**config.mk**
```make
export PLATFORM = sky130hd
export DESIGN_NAME = msipd_top
export DESIGN_NICKNAME = d
export VERILOG_FILES = /design/src/msipd_pkg.sv /design/src/msipd_media_arb.sv /design/src/msipd_top.sv
export SDC_FILE = /design/constraint.sdc
export NUM_CORES = 1
export LEC_CHECK = 0
export BUFFER_PORTS_ARGS = -buffer_cell sky130_fd_sc_hd__buf_4
export CAP_MARGIN = 20
export CORE_UTILIZATION = 43
export DETAILED_ROUTE_END_ITERATION = 7
export PLACE_DENSITY = 0.71
export SYNTH_ARGS = -nofsm -noshare
export SYNTH_HDL_FRONTEND = slang
export SYNTH_HIERARCHICAL = 1
export SYNTH_SLANG_ARGS = --single-unit
```
**constraint.sdc**
```tcl
create_clock -name pclk -period 3.7 [get_ports pclk]
set_input_delay 0 -clock pclk [delete_from_list [all_inputs] [get_ports pclk]]
set_output_delay 0 -clock pclk [all_outputs]
set_load 0.05 [all_outputs]
```
**src/msipd_pkg.sv**
```systemverilog
// package: register map, field positions, reset values and timing counts for media select / inline power detect
package msipd_pkg;
    // register indices as printed; byte address is index * 4
    localparam logic [7:0]  REG_CTRL_AN_IDX   = 8'h00;  // register 0
    localparam logic [7:0]  REG_LINK_STAT_IDX = 8'h01;  // register 1
    localparam logic [7:0]  REG_MEDIA_STAT_IDX = 8'h20; // register 20E1
    localparam logic [7:0]  REG_MEDIA_PREF_IDX = 8'h17; // register 23
    localparam logic [7:0]  REG_IPD_IDX       = 8'h18;  // register 23E1
    localparam logic [7:0]  REG_IRQ_STAT_IDX  = 8'h1A;  // register 26
    localparam logic [7:0]  REG_IRQ_CLR_IDX   = 8'h30;
    localparam logic [7:0]  REG_IRQ_EN_IDX    = 8'h31;
    localparam logic [7:0]  REG_MISC_IDX      = 8'h32;

    // field positions
    localparam int AN_EN_BIT       = 12;
    localparam int LINK_UP_BIT     = 2;
    localparam int MEDIA_SEL_LSB   = 6;
    localparam int MEDIA_PREF_BIT  = 11;
    localparam int AMS_MODE_LSB    = 0;
    localparam int IPD_EN_BIT      = 10;
    localparam int IPD_STAT_LSB    = 8;
    localparam int IRQ_IPD_BIT     = 9;
    localparam int IRQ_MEDIA_BIT   = 0;
    localparam int IRQ_LINKDN_BIT  = 1;
    localparam int MISC_REFCLK_BIT = 0;

    // reset values
    localparam logic [31:0] CTRL_AN_RST    = 32'h0000_1000;
    localparam logic [31:0] MEDIA_PREF_RST = 32'h0000_0000;
    localparam logic [31:0] IPD_RST        = 32'h0000_0000;
    localparam logic [31:0] IRQ_EN_RST     = 32'h0000_0000;

    // media selection codes
    localparam logic [1:0] MEDIA_NONE   = 2'h0;
    localparam logic [1:0] MEDIA_COPPER = 2'h1;
    localparam logic [1:0] MEDIA_SERDES = 2'h2;

    // inline power detection status codes
    localparam logic [1:0] IPD_SEARCH  = 2'h0;
    localparam logic [1:0] IPD_FOUND   = 2'h1;
    localparam logic [1:0] IPD_TIMEOUT = 2'h2;

    // serdes media modes behind the mac
    localparam logic [1:0] AMS_1000BX   = 2'h0;
    localparam logic [1:0] AMS_100FX    = 2'h1;
    localparam logic [1:0] AMS_SGMII_PT = 2'h2;
    localparam logic [1:0] AMS_SGMII_AN = 2'h3;

    // detection window
    localparam int CLK_MHZ       = 200;
    localparam int IPD_WINDOW_US = 100;
    localparam int IPD_WINDOW_CYC = IPD_WINDOW_US * CLK_MHZ;
endpackage

```
**src/msipd_media_arb.sv**
```systemverilog
// media arbiter: picks copper or serdes from preference and link states
`timescale 1ns/1ps
module msipd_media_arb (
    input  wire logic       pclk,         // system clock
    input  wire logic       presetn,      // async reset, active low
    input  wire logic       pref_serdes,  // 1 prefers serdes
    input  wire logic       cu_link,      // copper link up
    input  wire logic       sd_link,      // serdes link up
    output logic      [1:0] media_sel,    // chosen media code
    output logic            cu_block      // copper held off / dropped
);
    typedef struct packed {
        logic [1:0] sel;
    } msipd_arb_t;

    msipd_arb_t st_q, st_d;

    // preferred medium wins; the other only while preferred is down
    always_comb begin
        st_d = st_q;
        if (pref_serdes) begin
            if (sd_link) st_d.sel = msipd_pkg::MEDIA_SERDES;
            else if (cu_link) st_d.sel = msipd_pkg::MEDIA_COPPER;
            else st_d.sel = msipd_pkg::MEDIA_NONE;
        end else begin
            if (cu_link) st_d.sel = msipd_pkg::MEDIA_COPPER;
            else if (sd_link) st_d.sel = msipd_pkg::MEDIA_SERDES;
            else st_d.sel = msipd_pkg::MEDIA_NONE;
        end
    end

    always_ff @(posedge pclk or negedge presetn) begin
        if (!presetn) st_q <= '{sel: 2'h0};
        else st_q <= st_d;
    end

    assign media_sel = st_q.sel;
    // copper may not link while serdes is up with serdes preferred
    assign cu_block  = pref_serdes & sd_link;
endmodule

```
**src/msipd_top.sv**
```systemverilog
// top: apb registers, media autoselect and inline powered device detection for one port
//
// Design decisions made here: the register addresses and register access over APB.
`timescale 1ns/1ps
module msipd_top #(
    parameter int IPD_WINDOW = msipd_pkg::IPD_WINDOW_CYC  // detection window in cycles
) (
    input  wire logic        pclk,                  // apb clock, 200 MHz
    input  wire logic        presetn,               // async reset, active low
    input  wire logic        psel,                  // apb select
    input  wire logic        penable,               // apb enable
    input  wire logic        pwrite,                // apb direction
    input  wire logic [11:0] paddr,                 // apb byte address
    input  wire logic [31:0] pwdata,                // apb write data
    output logic      [31:0] prdata,                // apb read data
    output logic             pready,                // apb ready
    output logic             pslverr,               // apb error
    input  wire logic        ref_clock_speed_strap, // 0: 25 MHz, 1: 125 MHz
    input  wire logic        cu_link_ok,            // copper receiver link good
    input  wire logic        sd_link_ok,            // serdes receiver link good
    input  wire logic        flp_loopback,          // looped special pulses seen
    output logic             flp_special_tx,        // send special fast link pulses
    output logic             an_run,                // normal autonegotiation running
    output logic             cu_link_block,         // hold copper link down
    output logic      [1:0]  media_autoselect,      // chosen media
    output logic      [1:0]  serdes_mode,           // serdes media mode
    output logic             ref_clk_125,           // latched reference speed
    output logic             irq                    // interrupt, active high level
);
    initial begin
        if (IPD_WINDOW < 1 || IPD_WINDOW > 32'h0FFF_FFFF)
            $error("IPD_WINDOW out of range");
    end

    typedef enum logic [2:0] {
        IPD_IDLE = 3'b001,
        IPD_SRCH = 3'b010,
        IPD_AN   = 3'b100
    } msipd_state_t;

    typedef struct packed {
        msipd_state_t fsm;
        logic [27:0]  win;
        logic [1:0]   ipd_stat;
        logic         an_en;
        logic         pref;
        logic [1:0]   ams_mode;
        logic         ipd_en;
        logic [2:0]   irq_stat;
        logic [2:0]   irq_en;
        logic         refclk;
        logic         strap_done;
        logic [1:0]   media_prev;
        logic         link_prev;
        logic [31:0]  rdata;
    } msipd_regs_t;

    msipd_regs_t r_q, r_d;
    logic [1:0]  media_sel;
    logic        arb_cu_block;
    logic        cu_link_eff;
    logic        link_up;

    // byte address from printed register index
    function automatic logic [11:0] reg_addr(input logic [7:0] idx);
        reg_addr = {2'h0, idx, 2'h0};
    endfunction

    // copper link only counts when not held off and detection finished or disabled
    assign cu_link_eff = cu_link_ok & ~arb_cu_block & (r_q.fsm == IPD_AN | ~r_q.ipd_en);

    msipd_media_arb u_arb (
        .pclk        (pclk),
        .presetn     (presetn),
        .pref_serdes (r_q.pref),
        .cu_link     (cu_link_eff),
        .sd_link     (sd_link_ok),
        .media_sel   (media_sel),
        .cu_block    (arb_cu_block)
    );

    assign link_up = (media_sel != msipd_pkg::MEDIA_NONE);

    // apb answers in the access cycle; no wait states
    wire apb_wr = psel & penable & pwrite;
    wire apb_rd = psel & penable & ~pwrite;
    wire apb_setup_rd = psel & ~penable & ~pwrite;
    logic addr_ok;

    always_comb begin
        addr_ok = 1'b1;
        case (paddr)
            reg_addr(msipd_pkg::REG_CTRL_AN_IDX),
            reg_addr(msipd_pkg::REG_LINK_STAT_IDX),
            reg_addr(msipd_pkg::REG_MEDIA_STAT_IDX),
            reg_addr(msipd_pkg::REG_MEDIA_PREF_IDX),
            reg_addr(msipd_pkg::REG_IPD_IDX),
            reg_addr(msipd_pkg::REG_IRQ_STAT_IDX),
            reg_addr(msipd_pkg::REG_IRQ_CLR_IDX),
            reg_addr(msipd_pkg::REG_IRQ_EN_IDX),
            reg_addr(msipd_pkg::REG_MISC_IDX): addr_ok = 1'b1;
            default: addr_ok = 1'b0;
        endcase
    end

    // one next-state for all registers, detection engine and irq flags
    always_comb begin
        logic [2:0] ev;
        logic       rd_irq;
        ev     = 3'h0;
        rd_irq = apb_rd & (paddr == reg_addr(msipd_pkg::REG_IRQ_STAT_IDX));
        r_d    = r_q;

        // strap caught once after reset release, not under reset
        if (!r_q.strap_done) begin
            r_d.refclk     = ref_clock_speed_strap;
            r_d.strap_done = 1'b1;
        end

        // software writes
        if (apb_wr) begin
            case (paddr)
                reg_addr(msipd_pkg::REG_CTRL_AN_IDX):
                    r_d.an_en = pwdata[msipd_pkg::AN_EN_BIT];
                reg_addr(msipd_pkg::REG_MEDIA_PREF_IDX): begin
                    r_d.pref     = pwdata[msipd_pkg::MEDIA_PREF_BIT];
                    r_d.ams_mode = pwdata[msipd_pkg::AMS_MODE_LSB +: 2];
                end
                reg_addr(msipd_pkg::REG_IPD_IDX): begin
                    r_d.ipd_en = pwdata[msipd_pkg::IPD_EN_BIT];
                    // autoneg starts straight out of reset, so a fresh enable must pull it back to search
                    if (pwdata[msipd_pkg::IPD_EN_BIT] && !r_q.ipd_en)
                        r_d.fsm = IPD_IDLE;
                end
                reg_addr(msipd_pkg::REG_IRQ_EN_IDX):
                    r_d.irq_en = {pwdata[msipd_pkg::IRQ_IPD_BIT],
                                  pwdata[msipd_pkg::IRQ_LINKDN_BIT],
                                  pwdata[msipd_pkg::IRQ_MEDIA_BIT]};
                default: ;
            endcase
        end

        // detection engine; needs both enable and autonegotiation on
        case (r_q.fsm)
            IPD_IDLE: begin
                if (r_q.ipd_en && r_q.an_en) begin
                    r_d.fsm      = IPD_SRCH;
                    r_d.win      = 28'h0;
                    r_d.ipd_stat = msipd_pkg::IPD_SEARCH;
                end else if (r_q.an_en) begin
                    r_d.fsm = IPD_AN;
                end
            end
            IPD_SRCH: begin
                if (!(r_q.ipd_en && r_q.an_en)) begin
                    r_d.fsm = IPD_IDLE;
                end else if (flp_loopback && r_q.ipd_stat == msipd_pkg::IPD_SEARCH) begin
                    r_d.ipd_stat = msipd_pkg::IPD_FOUND;
                    ev[2]        = 1'b1;
                end else if (r_q.win >= 28'(IPD_WINDOW - 1)) begin
                    // fixed window; found status stays until window ends
                    r_d.ipd_stat = msipd_pkg::IPD_TIMEOUT;
                    r_d.fsm      = IPD_AN;
                end else begin
                    r_d.win = r_q.win + 28'h1;
                end
            end
            IPD_AN: begin
                if (!r_q.an_en) begin
                    r_d.fsm = IPD_IDLE;
                end else if (r_q.ipd_en && r_q.link_prev && !link_up) begin
                    r_d.fsm = IPD_IDLE;
                end
            end
            default: r_d.fsm = IPD_IDLE;
        endcase

        // media change and link loss events
        ev[0]        = (media_sel != r_q.media_prev);
        ev[1]        = r_q.link_prev & ~link_up;
        r_d.media_prev = media_sel;
        r_d.link_prev  = link_up;

        // detection flag clears on read, any flag on write-one clear; a new event wins
        if (rd_irq)
            r_d.irq_stat[2] = 1'b0;
        if (apb_wr && paddr == reg_addr(msipd_pkg::REG_IRQ_CLR_IDX))
            r_d.irq_stat = r_d.irq_stat & ~{pwdata[msipd_pkg::IRQ_IPD_BIT],
                                            pwdata[msipd_pkg::IRQ_LINKDN_BIT],
                                            pwdata[msipd_pkg::IRQ_MEDIA_BIT]};
        r_d.irq_stat = r_d.irq_stat | ev;

        // read data captured in setup so it comes from a flop
        r_d.rdata = 32'h0;
        if (apb_setup_rd) begin
            case (paddr)
                reg_addr(msipd_pkg::REG_CTRL_AN_IDX):
                    r_d.rdata[msipd_pkg::AN_EN_BIT] = r_q.an_en;
                reg_addr(msipd_pkg::REG_LINK_STAT_IDX):
                    r_d.rdata[msipd_pkg::LINK_UP_BIT] = link_up;
                reg_addr(msipd_pkg::REG_MEDIA_STAT_IDX):
                    r_d.rdata[msipd_pkg::MEDIA_SEL_LSB +: 2] = media_sel;
                reg_addr(msipd_pkg::REG_MEDIA_PREF_IDX): begin
                    r_d.rdata[msipd_pkg::MEDIA_PREF_BIT]      = r_q.pref;
                    r_d.rdata[msipd_pkg::AMS_MODE_LSB +: 2]   = r_q.ams_mode;
                end
                reg_addr(msipd_pkg::REG_IPD_IDX): begin
                    r_d.rdata[msipd_pkg::IPD_EN_BIT]        = r_q.ipd_en;
                    r_d.rdata[msipd_pkg::IPD_STAT_LSB +: 2] = r_q.ipd_stat;
                end
                reg_addr(msipd_pkg::REG_IRQ_STAT_IDX): begin
                    r_d.rdata[msipd_pkg::IRQ_IPD_BIT]    = r_q.irq_stat[2] | ev[2];
                    r_d.rdata[msipd_pkg::IRQ_LINKDN_BIT] = r_q.irq_stat[1];
                    r_d.rdata[msipd_pkg::IRQ_MEDIA_BIT]  = r_q.irq_stat[0];
                end
                reg_addr(msipd_pkg::REG_IRQ_EN_IDX): begin
                    r_d.rdata[msipd_pkg::IRQ_IPD_BIT]    = r_q.irq_en[2];
                    r_d.rdata[msipd_pkg::IRQ_LINKDN_BIT] = r_q.irq_en[1];
                    r_d.rdata[msipd_pkg::IRQ_MEDIA_BIT]  = r_q.irq_en[0];
                end
                reg_addr(msipd_pkg::REG_MISC_IDX):
                    r_d.rdata[msipd_pkg::MISC_REFCLK_BIT] = r_q.refclk;
                default: ;
            endcase
        end else if (psel && penable) begin
            r_d.rdata = r_q.rdata; // hold through access phase
        end
    end

    // all state in one register, apart from the media selection held in the arbiter
    always_ff @(posedge pclk or negedge presetn) begin
        if (!presetn) begin
            r_q <= '{fsm: IPD_IDLE, win: 28'h0, ipd_stat: msipd_pkg::IPD_SEARCH,
                     an_en: msipd_pkg::CTRL_AN_RST[msipd_pkg::AN_EN_BIT],
                     pref: msipd_pkg::MEDIA_PREF_RST[msipd_pkg::MEDIA_PREF_BIT],
                     ams_mode: msipd_pkg::AMS_1000BX,
                     ipd_en: msipd_pkg::IPD_RST[msipd_pkg::IPD_EN_BIT],
                     irq_stat: 3'h0, irq_en: msipd_pkg::IRQ_EN_RST[2:0],
                     refclk: 1'b0, strap_done: 1'b0,
                     media_prev: msipd_pkg::MEDIA_NONE, link_prev: 1'b0,
                     rdata: 32'h0};
        end else begin
            r_q <= r_d;
        end
    end

    // outputs
    assign prdata         = r_q.rdata;
    assign pready         = 1'b1;
    assign pslverr        = psel & penable & ~addr_ok;
    assign flp_special_tx = (r_q.fsm == IPD_SRCH);
    assign an_run         = (r_q.fsm == IPD_AN);
    assign cu_link_block  = arb_cu_block;
    assign media_autoselect = media_sel;
    assign serdes_mode    = r_q.ams_mode;
    assign ref_clk_125    = r_q.refclk;
    // level, high while any enabled flag set
    assign irq            = |(r_q.irq_stat & r_q.irq_en);
endmodule
```
* Word level (Yosys, flattened, before mapping) *
Index checks and enable logic that the tools add are counted.

cells by class
  add/sub/neg operators = 1
  bitwise logic cells = 23
  reductions and logical operators = 21
  order comparisons = 1
  multiplexer cells = 42
  equality and inequality tests = 18

operator list
  cell                                                                     number
  30-bit two-way mux                                                       2
  30-bit case mux with 2 select lines                                      1
  12-bit by 8-bit equality test with 1-bit output, second input constant   4
  12-bit by 7-bit equality test with 1-bit output, second input constant   3
  3-bit two-way mux                                                        12
  32-bit two-way mux                                                       1
  31-bit two-way mux                                                       1
  28-bit by 1-bit adder with 28-bit output, second input constant          1
  28-bit by 15-bit >= comparator with 1-bit output, second input constant  1
  28-bit two-way mux                                                       1
  19-bit two-way mux                                                       1
  2-bit two-way mux                                                        7
  12-bit by 3-bit equality test with 1-bit output, second input constant   1
  12-bit logical NOT                                                       1
  1-bit bitwise AND                                                        11
  1-bit two-way mux                                                        11
  3-bit case mux with 3 select lines                                       1
  9-bit OR reduction                                                       1
  2-bit inequality test, second input constant                             4
  2-bit AND reduction                                                      4
  1-bit logical AND                                                        7
  7-bit two-way mux                                                        1
  3-bit bitwise AND                                                        2
  1-bit inverter                                                           6
  other kinds (17)                                                         21

word-level totals
  output and inout bits = 43
  bits of input ports = 53
  register bits = 83
  logic and storage cells = 121

* Depth between registers and ports, before layout *
Gate-level depths: netlist (run 1).

  depth in word-level cells = 9
  mapped depth = 8
  mapped depth without buffers = 7

* Hierarchy *
Netlist (run 1), hierarchy kept.

modules (own cells, without submodules)
  module           area each (sq um)  instances  sequential area each (sq um)  cells each
  msipd_top        3164.3             1          1478.9                        331
  msipd_media_arb  78.8               1          50.0                          6

* Least setup slack after synthesis (run 1) *
Ideal clock, no wire load.

  path type = register to register
  start point = register r_q[78] in the netlist's numbering
  end point = register r_q[63] in the netlist's numbering
  data required time = 3.568 ns
  setup slack = 1.398 ns
  cell stages (with the launch flop) = 9
  arrival time = 2.170 ns
  buffers on the path = 2
  path through = dfstp_2 nor2b_1 nor2b_1 clkbuf_1 nor2_1 clkbuf_1 o2111ai_1 xor2_1 nor2_1

between the ends
  longest elaborated chain between the ends = 3
  elaborated cells between the ends (all ways) = 9
  those cells by class = eq/ne (6); mux (1); reduce/logical (2)

ends and longest elaborated chain
  what                                                           line              text
  start: declaration                                             msipd_top.sv:58   msipd_regs_t r_q, r_d;
  start signal: assignment                                       msipd_top.sv:233  r_q <= '{fsm: IPD_IDLE, win: 28'h0, ipd_stat: msipd_pkg::IPD_SEARCH,
  start signal: assignment                                       msipd_top.sv:243  r_q <= r_d;
  3-bit by 2-bit equality test with 1-bit output *               n/a
  net flp_special_tx                                             msipd_top.sv:22   output logic flp_special_tx,
  2-bit inequality test (no line), or another cell as far along  n/a
  5-bit AND reduction (no line)                                  n/a

Mark *: on every way through the listed nets, which the timed path passes. The rest lies on a longest branch.
A chain may end at the register's enable or synchronous reset.

* Worst setup path after layout (run 1) *
  start point = register r_q[50] in the netlist's numbering
  end point = register r_q[64] in the netlist's numbering

between the ends
  longest elaborated chain between the ends = 5
  elaborated cells between the ends (all ways) = 8
  those cells by class = add/sub (1); order compare (1); eq/ne (1); mux (4); reduce/logical (1)

ends and longest elaborated chain
  what                                      line              text
  28-bit by 1-bit adder with 28-bit output  msipd_top.sv:165  r_d.win = r_q.win + 28'h1;
  28-bit two-way mux                        msipd_top.sv:160  end else if (r_q.win >= 28'(IPD_WINDOW - 1)) begin
  31-bit two-way mux                        msipd_top.sv:157  end else if (flp_loopback && r_q.ipd_stat == msipd_pkg::IPD_SEARCH) begin
  30-bit two-way mux                        msipd_top.sv:155  if (!(r_q.ipd_en && r_q.an_en)) begin
  30-bit case mux with 2 select lines       msipd_top.sv:144  case (r_q.fsm)

Parallel ways exist; a longest one is shown, timed or not. The select of a mux whose other input is x is not followed.

==> flow_summary.json, run 1 <==
{
  "outcome": "complete, no violations",
  "dr.first_iter.drc_count": 96,
  "hp-class": "primary input to flop",
  "die_h_um": 88.8,
  "synth_warnings": 6,
  "drt_wl_total_um": 6630,
  "clk_latency_ns": 0.34,
  "peakVddDrop_mv": 0.269,
  "crit_buf_inv": 0,
  "rows": 31,
  "p_per_area_nw_per_um2": 366,
  "grt_first_pass_wirelength_um": 11100,
  "synth_async_sr_flop_share_pct": 100,
  "io_buffer_count": 46,
  "hold_violations": 0,
  "fin_worst_skew_ns": 0.00862,
  "syn-instance-count": 337,
  "die_w_um": 88.8,
  "diodes": 0,
  "crit_path_end_kind": "flop",
  "cts_tree": "yes",
  "fin_setup_tns_ns": 0,
  "ys_types": 55,
  "final_cells": 491,
  "p_clk_share_pct": 37.1,
  "seq_power_share_pct": 49.8,
  "clk_pin_slew_worst_paths_ns": 0.07,
  "cellLeakagePower_nw": 1.80,
  "drv_cap": 0,
  "ys.flop_type": "dfrtp_1",
  "avgRoutedWirePerCell_um": 13.5,
  "slew_violations": 0,
  "cp_top_family": "simple AND/OR/NAND/NOR gates",
  "ys_seq_area_share_pct": 47.1,
  "fin_area_um2": 3810,
  "drc": 0,
  "synth_edf_count": 0,
  "grt.total_usage_pct": 18.6,
  "area_growth_pct": 17.6,
  "syn-cell-area_um2": 3240,
  "cp_data_arrival_time_ns": 2.62,
  "rsz0062_at_grt": "false",
  "initial_utilization_pct": 44.7,
  "cpPeakStageDelay_ns": 0.55,
  "fin_total_pwr_mw": 1.39,
  "drive_gt1_share_pct": 20.9,
  "nets": 441,
  "grt_start_max_net_pins": 62,
  "start_kind": "flop",
  "yosys_register_bits": 61,
  "worst_path_max_delay_cell": "nor4_4",
  "cts-root-buf": "clkbuf_8",
  "htreeDepth": 3,
  "intPower_mw": 0.999,
  "gp_congestion": 0.865,
  "placed_cell_area_um2": 3510,
  "required_ns": 3.96,
  "slew_headroom_pct": 43.1,
  "avgViaCountPerCell": 5.15,
  "switching_power_mw": 0.395,
  "dp_hpwl_um": 4680,
  "path_common_cell": "a21oi_1",
  "grt_overflow": 0,
  "antenna_found_initial": 0,
  "syn_area_per_cell_um2": 9.62,
  "placed_cells": 462,
  "grt_pass1_vias": 2481,
  "pin_count": 96,
  "fp.dieArea_um2": 7890,
  "p_comb_share_pct": 13.1,
  "path_cells": "ha_1 -> nand4_1 -> a21oi_1 -> nor4_4 -> nor2_2 -> or4_1 -> a21oi_1",
  "cts_buffers": 9,
  "period_minus_slack_ns": 2.35,
  "switching_share_pct": 28.3,
  "fmax_ghz": 0.425,
  "post-route-period-util_pct": 63.6,
  "worst_pin_slew_ns": 0.852,
  "setup_viol": 0,
  "criticalPathCategory": "flop to flop",
  "cp_max_fo": 10,
  "yosys.area.top_type_share_pct": 45.5,
  "synth_area_leaders": "dfrtp_1 (46%), buf_4 (8.1%), o21ai_0 (3.2%), xor2_1 (3.0%), and2_1 (2.9%)",
  "post_cts_buffers": 0,
  "clock_tree.buffer_depth": 2,
  "vias": 2529,
  "core_area_um2": 7250,
  "clock-sinks": 61,
  "yosysTopAreaCell": "dfrtp_1",
  "ant_nets": 0,
  "firstDrtPassIters": 5
}
==> worst min-delay path, stage by stage <==
cell	delay (ns)
buf_4	0.10
nor2_1	0.05
nand2_1	0.10
o31ai_1	0.08
==> what timing repair did <==
item                                   in CTS  in global routing
hold buffers                               13                  0
endpoints found under the hold margin      75                  0
setup endpoints to repair                   0                  0
gates resized for setup                     0                  0
==> cell families after synthesis <==
logic type	Yosys count	synth area share, %
other	2	0.232
adder cells (fa/ha/maj)	1	0.386
multiplexers	8	2.78
XOR/XNOR	12	3.24
flip-flops	61	47.1
buffers and inverters	55	10.5
AO/OA/AOI/OAI	64	12.8
AND/OR/NAND/NOR	134	23.0
==> placed cells by master (no fill, tap or decap), drive strengths merged, types with 11 or more instances in the layout <==
| master | Yosys | layout |
|---|---|---|
| xor2 | 11 | 11 |
| and2 | 16 | 16 |
| buf | 36 | 47 |
| a21oi | 11 | 11 |
| conb | 2 | 24 |
| o21ai | 22 | 22 |
| inv | 12 | 12 |
| nand2 | 25 | 25 |
| dlygate4sd3 | 0 | 13 |
| nand3 | 11 | 11 |
| dfrtp | 59 | 59 |
| nor2 | 26 | 26 |
==> sequential cells by signal, summed over array words and instances, names as in the netlist <==
register	flops
r_q	46
prdata	10
serdes_mode	2
ref_clk_125	1
u_arb/media_sel	2
==> cell usage after synthesis, drive strengths merged (2+ instances only) <==
library cell  instances
mux2                  8
clkbuf                7
o31ai                 2
nor3                 10
o21a                  2
dfrtp                59
a32oi                 2
nor2                 26
nor3b                 2
nand2                25
xor2                 11
o22a                  2
o21ai                22
nor2b                 8
and2                 16
a31oi                 3
nand4                 4
nor4                  8
or2                   2
nor4b                 3
dfstp                 2
or3                   2
inv                  12
a22oi                 3
or4                   3
nand2b                3
a222oi                2
nand3                11
o2111ai               2
conb                  2
a21oi                11
o211ai                2
buf                  36
and3                  6
a21o                  2
a22o                  4
==> power groups by stage <==
| stage | sequential [mW] | clock, mW | combinational, mW |
|---|---|---|---|
| 5_1_grt | 0.695 | 0.571 | 0.201 |
| 3_3_place_gp | 0.705 | 0 | 0.169 |
| 2_1_floorplan | 0.709 | 0 | 0.130 |
| 3_5_place_dp | 0.706 | 0 | 0.171 |
| 6_report | 0.694 | 0.518 | 0.183 |
| 4_1_cts | 0.693 | 0.536 | 0.182 |
==> area by class of cell <==
cell class | instances | area (um2)
flip-flops and latches | 61 | 1530
fillers | 659 | 3440
multi-input cells | 243 | 1460
inverters | 12 | 45.0
repair buffers | 60 | 483
clock inverters | 6 | 38.8
well taps | 99 | 124
clock buffers | 10 | 138
==> path summary, 6_finish.rpt <==
| path | cells past startpoint | endpoint | from | slack [ns] |
|---|---|---|---|---|
| worst min-delay path | 4 | prdata[2] | paddr[7] | 0.03 |
| worst max-delay path | 7 | r_q[64] | r_q[50] | 1.35 |
| min in group asynchronous | 2 | prdata[11] | presetn | 0.27 |
| max in group asynchronous | 2 | r_q[63] | presetn | 2.93 |
| worst min register to register | 2 | prdata[2] | prdata[2] | 0.48 |
| worst max register to register | 7 | r_q[64] | r_q[50] | 1.35 |
==> stage by stage <==
stage	utilization, %	worst slack [ns]	hold slack, ns
3_5_place_dp	48.4	1.35	0.124
5_1_grt	52.6	1.14	0.0428
4_1_cts	52.6	1.32	0.0106
6_report	52.6	1.35	0.0257
2_1_floorplan	-	1.40	-0.296
3_3_place_gp	48.4	1.32	0.118
==> per-layer routing <==
layer | up-vias | GRT usage, % | wire length, um
met3 | 15 | 5.04 | 453
met5 | - | 0 | 0
met1 | 1198 | 21.5 | 2810
met2 | 87 | 31.9 | 3210
met4 | 0 | 9.24 | 159
li1 | 1229 | - | -
(Power assumes the default switching activity.)
==> run 2, diff against run 1 <==
Settings changed: ABC_AREA set to 1, PLACE_DENSITY 0.71 to 0.73.
Clock period 3.7 ns to 1.93 ns, I/O delays scaled along.
==> run 2 against run 1 <==
Die area is 9.8% higher. Via count is 26% higher. Critical path depth is 3 higher. Critical endpoint unchanged. Largest power group unchanged.
==> flow_summary.json, run 2 <==
{
  "core_area_um2": 7890,
  "fin_setup_tns_ns": 0,
  "dr.first_iter.drc_count": 144,
  "grt_first_pass_wirelength_um": 13200,
  "die_w_um": 93.1,
  "grt_use_met2_pct": 31.9,
  "area_growth_pct": 17.1,
  "avgRoutedWirePerCell_um": 11.7,
  "ys.flop_type": "dfrtp_1",
  "largest-register": "r_q",
  "drive_gt1_share_pct": 14.5,
  "vias": 3197,
  "pin_count": 96,
  "ys_seq_area_share_pct": 42.8,
  "syn_area_per_cell_um2": 7.21,
  "syn-instance-count": 495,
  "clk_latency_ns": 0.34,
  "initial_utilization_pct": 45.2,
  "synthTopCellsByCount": "nand2_1 (135), nor2_1 (68), nand3_1 (60)",
  "slew_headroom_pct": 49.2,
  "post_cts_buffers": 0,
  "clk_pin_slew_worst_paths_ns": 0.07,
  "top_usage_layer": "met2",
  "yosys_register_bits": 61,
  "drv_cap": 0,
  "drt_wl_total_um": 7670,
  "cts-root-buf": "clkbuf_8",
  "cpPeakStageDelay_ns": 0.42,
  "worst_pin_slew_ns": 0.762,
  "cellLeakagePower_nw": 2.10,
  "cts_tree": "yes",
  "crit_buf_inv": 2,
  "grt_start_max_net_pins": 62,
  "avgViaCountPerCell": 4.88,
  "yosys.area.top_type_share_pct": 41.4,
  "post-route-period-util_pct": 89.3,
  "yosysTopAreaCell": "dfrtp_1",
  "clock-sinks": 61,
  "fp.dieArea_um2": 8670,
  "grt_pass1_vias": 2968,
  "slew_violations": 0,
  "final_cell_mix": "nand2_1 (135), nor2_1 (68), nand3_1 (60), dfrtp_1 (59), inv_1 (58)",
  "htreeDepth": 3,
  "die_h_um": 93.1,
  "crit_path_end_kind": "flop",
  "ys_types": 30,
  "largest_reg_flops": 46,
  "nets": 602,
  "period_minus_slack_ns": 1.72,
  "syn-cell-area_um2": 3570,
  "firstDrtPassIters": 4,
  "rsz0062_at_grt": "false",
  "io_buffer_count": 46,
  "met1_usage_pct": 24.6,
  "criticalPathCategory": "flop to flop",
  "start_kind": "flop",
  "cts_buffers": 9,
  "synth_async_sr_flop_share_pct": 100,
  "setup_viol": 0,
  "grt.total_usage_pct": 19.4,
  "dp_hpwl_um": 5650,
  "fin_worst_skew_ns": 0.00737,
  "fin_total_pwr_mw": 3.49,
  "met3_usage_pct": 3.41,
  "synth.most_common_cell": "nand2_1",
  "ant_nets": 0,
  "p_per_area_nw_per_um2": 835,
  "peakVddDrop_mv": 0.384,
  "path_common_cell": "nand2_1",
  "synth_edf_count": 0,
  "gp_congestion": 0.911,
  "multi_input_area_um2": 1610,
  "drc": 0,
  "grt_overflow": 0,
  "antenna_found_initial": 0,
  "diodes": 0,
  "required_ns": 2.16,
  "fmax_ghz": 0.580,
  "synth_area_leaders": "dfrtp_1 (41%), nand2_1 (14%), nand3_1 (8.4%), buf_4 (7.6%), nor2_1 (7.2%)",
  "hold_violations": 0,
  "outcome": "complete, no violations",
  "hp-class": "primary input to flop",
  "fillerInstances": 757,
  "rows": 32,
  "clock_tree.buffer_depth": 2,
  "path_cells": "ha_2 -> nand2_1 -> inv_1 -> nand2_1 -> nand2_1 -> nand2_1 -> nand3b_4 -> buf_4 -> nand3_1 -> nand2_1",
  "cp_data_arrival_time_ns": 1.95,
  "worst_path_max_delay_cell": "dfrtp_1",
  "seq_area_um2": 1530,
  "cp_top_family": "simple AND/OR/NAND/NOR gates",
  "final_common_cell": "nand2_1",
  "cp_max_fo": 15,
  "synth_warnings": 6
}
[run 2: cell count changes after synthesis, sizes merged, moves of 5 or more]
| cell | previous run | this run |
|---|---|---|
| and2 | 16 | 0 |
| a21oi | 11 | 6 |
| inv | 12 | 60 |
| and3 | 6 | 0 |
| nand4 | 4 | 9 |
| nand2 | 25 | 137 |
| o21ai | 22 | 15 |
| mux2 | 8 | 1 |
| nor2 | 26 | 72 |
| nor2b | 8 | 0 |
| nand3 | 11 | 61 |
| xor2 | 11 | 0 |
[run 2: worst paths after layout]
check	from	endpoint	slack (ns)	cells past startpoint
max in group asynchronous	presetn	prdata[9]	1.14	2
max	r_q[50]	r_q[64]	0.21	10
max reg2reg	r_q[50]	r_q[64]	0.21	10
min	paddr[7]	prdata[12]	0.02	4
min in group asynchronous	presetn	prdata[7]	0.27	2
min reg2reg	prdata[11]	prdata[11]	0.49	2
[run 2: cell families after synthesis]
family,after synthesis,synth area share (%)
simple gates,296,36.2
buf+inv,102,14.8
flops,61,42.8
compound gates,30,4.84
other cells,2,0.210
xor+xnor,2,0.491
fa+ha+maj,1,0.351
mux,1,0.316
[run 2: area by class of cell]
cell class | count | share of cell area [%]
Sequential cell | 61 | 36.6
Clock buffer | 12 | 3.47
Timing Repair Buffer | 62 | 11.8
Tap cell | 102 | 3.05
Inverter | 60 | 5.39
Multi-Input combinational cell | 354 | 38.6
Clock inverter | 4 | 1.14
[run 2: routing by layer]
layer / vias up / routed length [um] / part of all wire [%]
li1: 1613 / - / -
met1: 1486 / 3520 / 46
met2: 88 / 3630 / 47
met3: 10 / 384 / 5.0
met4: 0 / 135 / 1.8
met5: - / 0 / 0
[run 2: tightest hold or removal path, cell delays in order]
cell and delay [ns]:
buf_4 0.10, nor3_1 0.07, nand3_1 0.08, o21ai_0 0.07
[run 2: timing repair]
action / in CTS / in global routing
resized for setup: 0 / 2
setup endpoints to repair: 0 / 1
endpoints found under the hold margin: 72 / 0
hold buffers: 11 / 0
[run 2: metrics by stage]
step	hold WS [ns]	setup WS [ns]	util (%)	instances	area, um2
after floorplan	-0.296	0.245	-	517	3660
after global placement	0.119	0.229	49.0	628	3860
after global routing	0.0319	0.0444	53.0	655	4180
final	0.0238	0.206	53.0	655	4180
after detailed placement	0.128	0.194	49.0	628	3860
after CTS	0.00779	0.166	52.8	655	4170
[run 2: where the power goes]
group | internal, mW | switching, mW
clock network | 0.628 | 0.483
logic | 0.267 | 0.734
registers | 1.33 | 0.0458
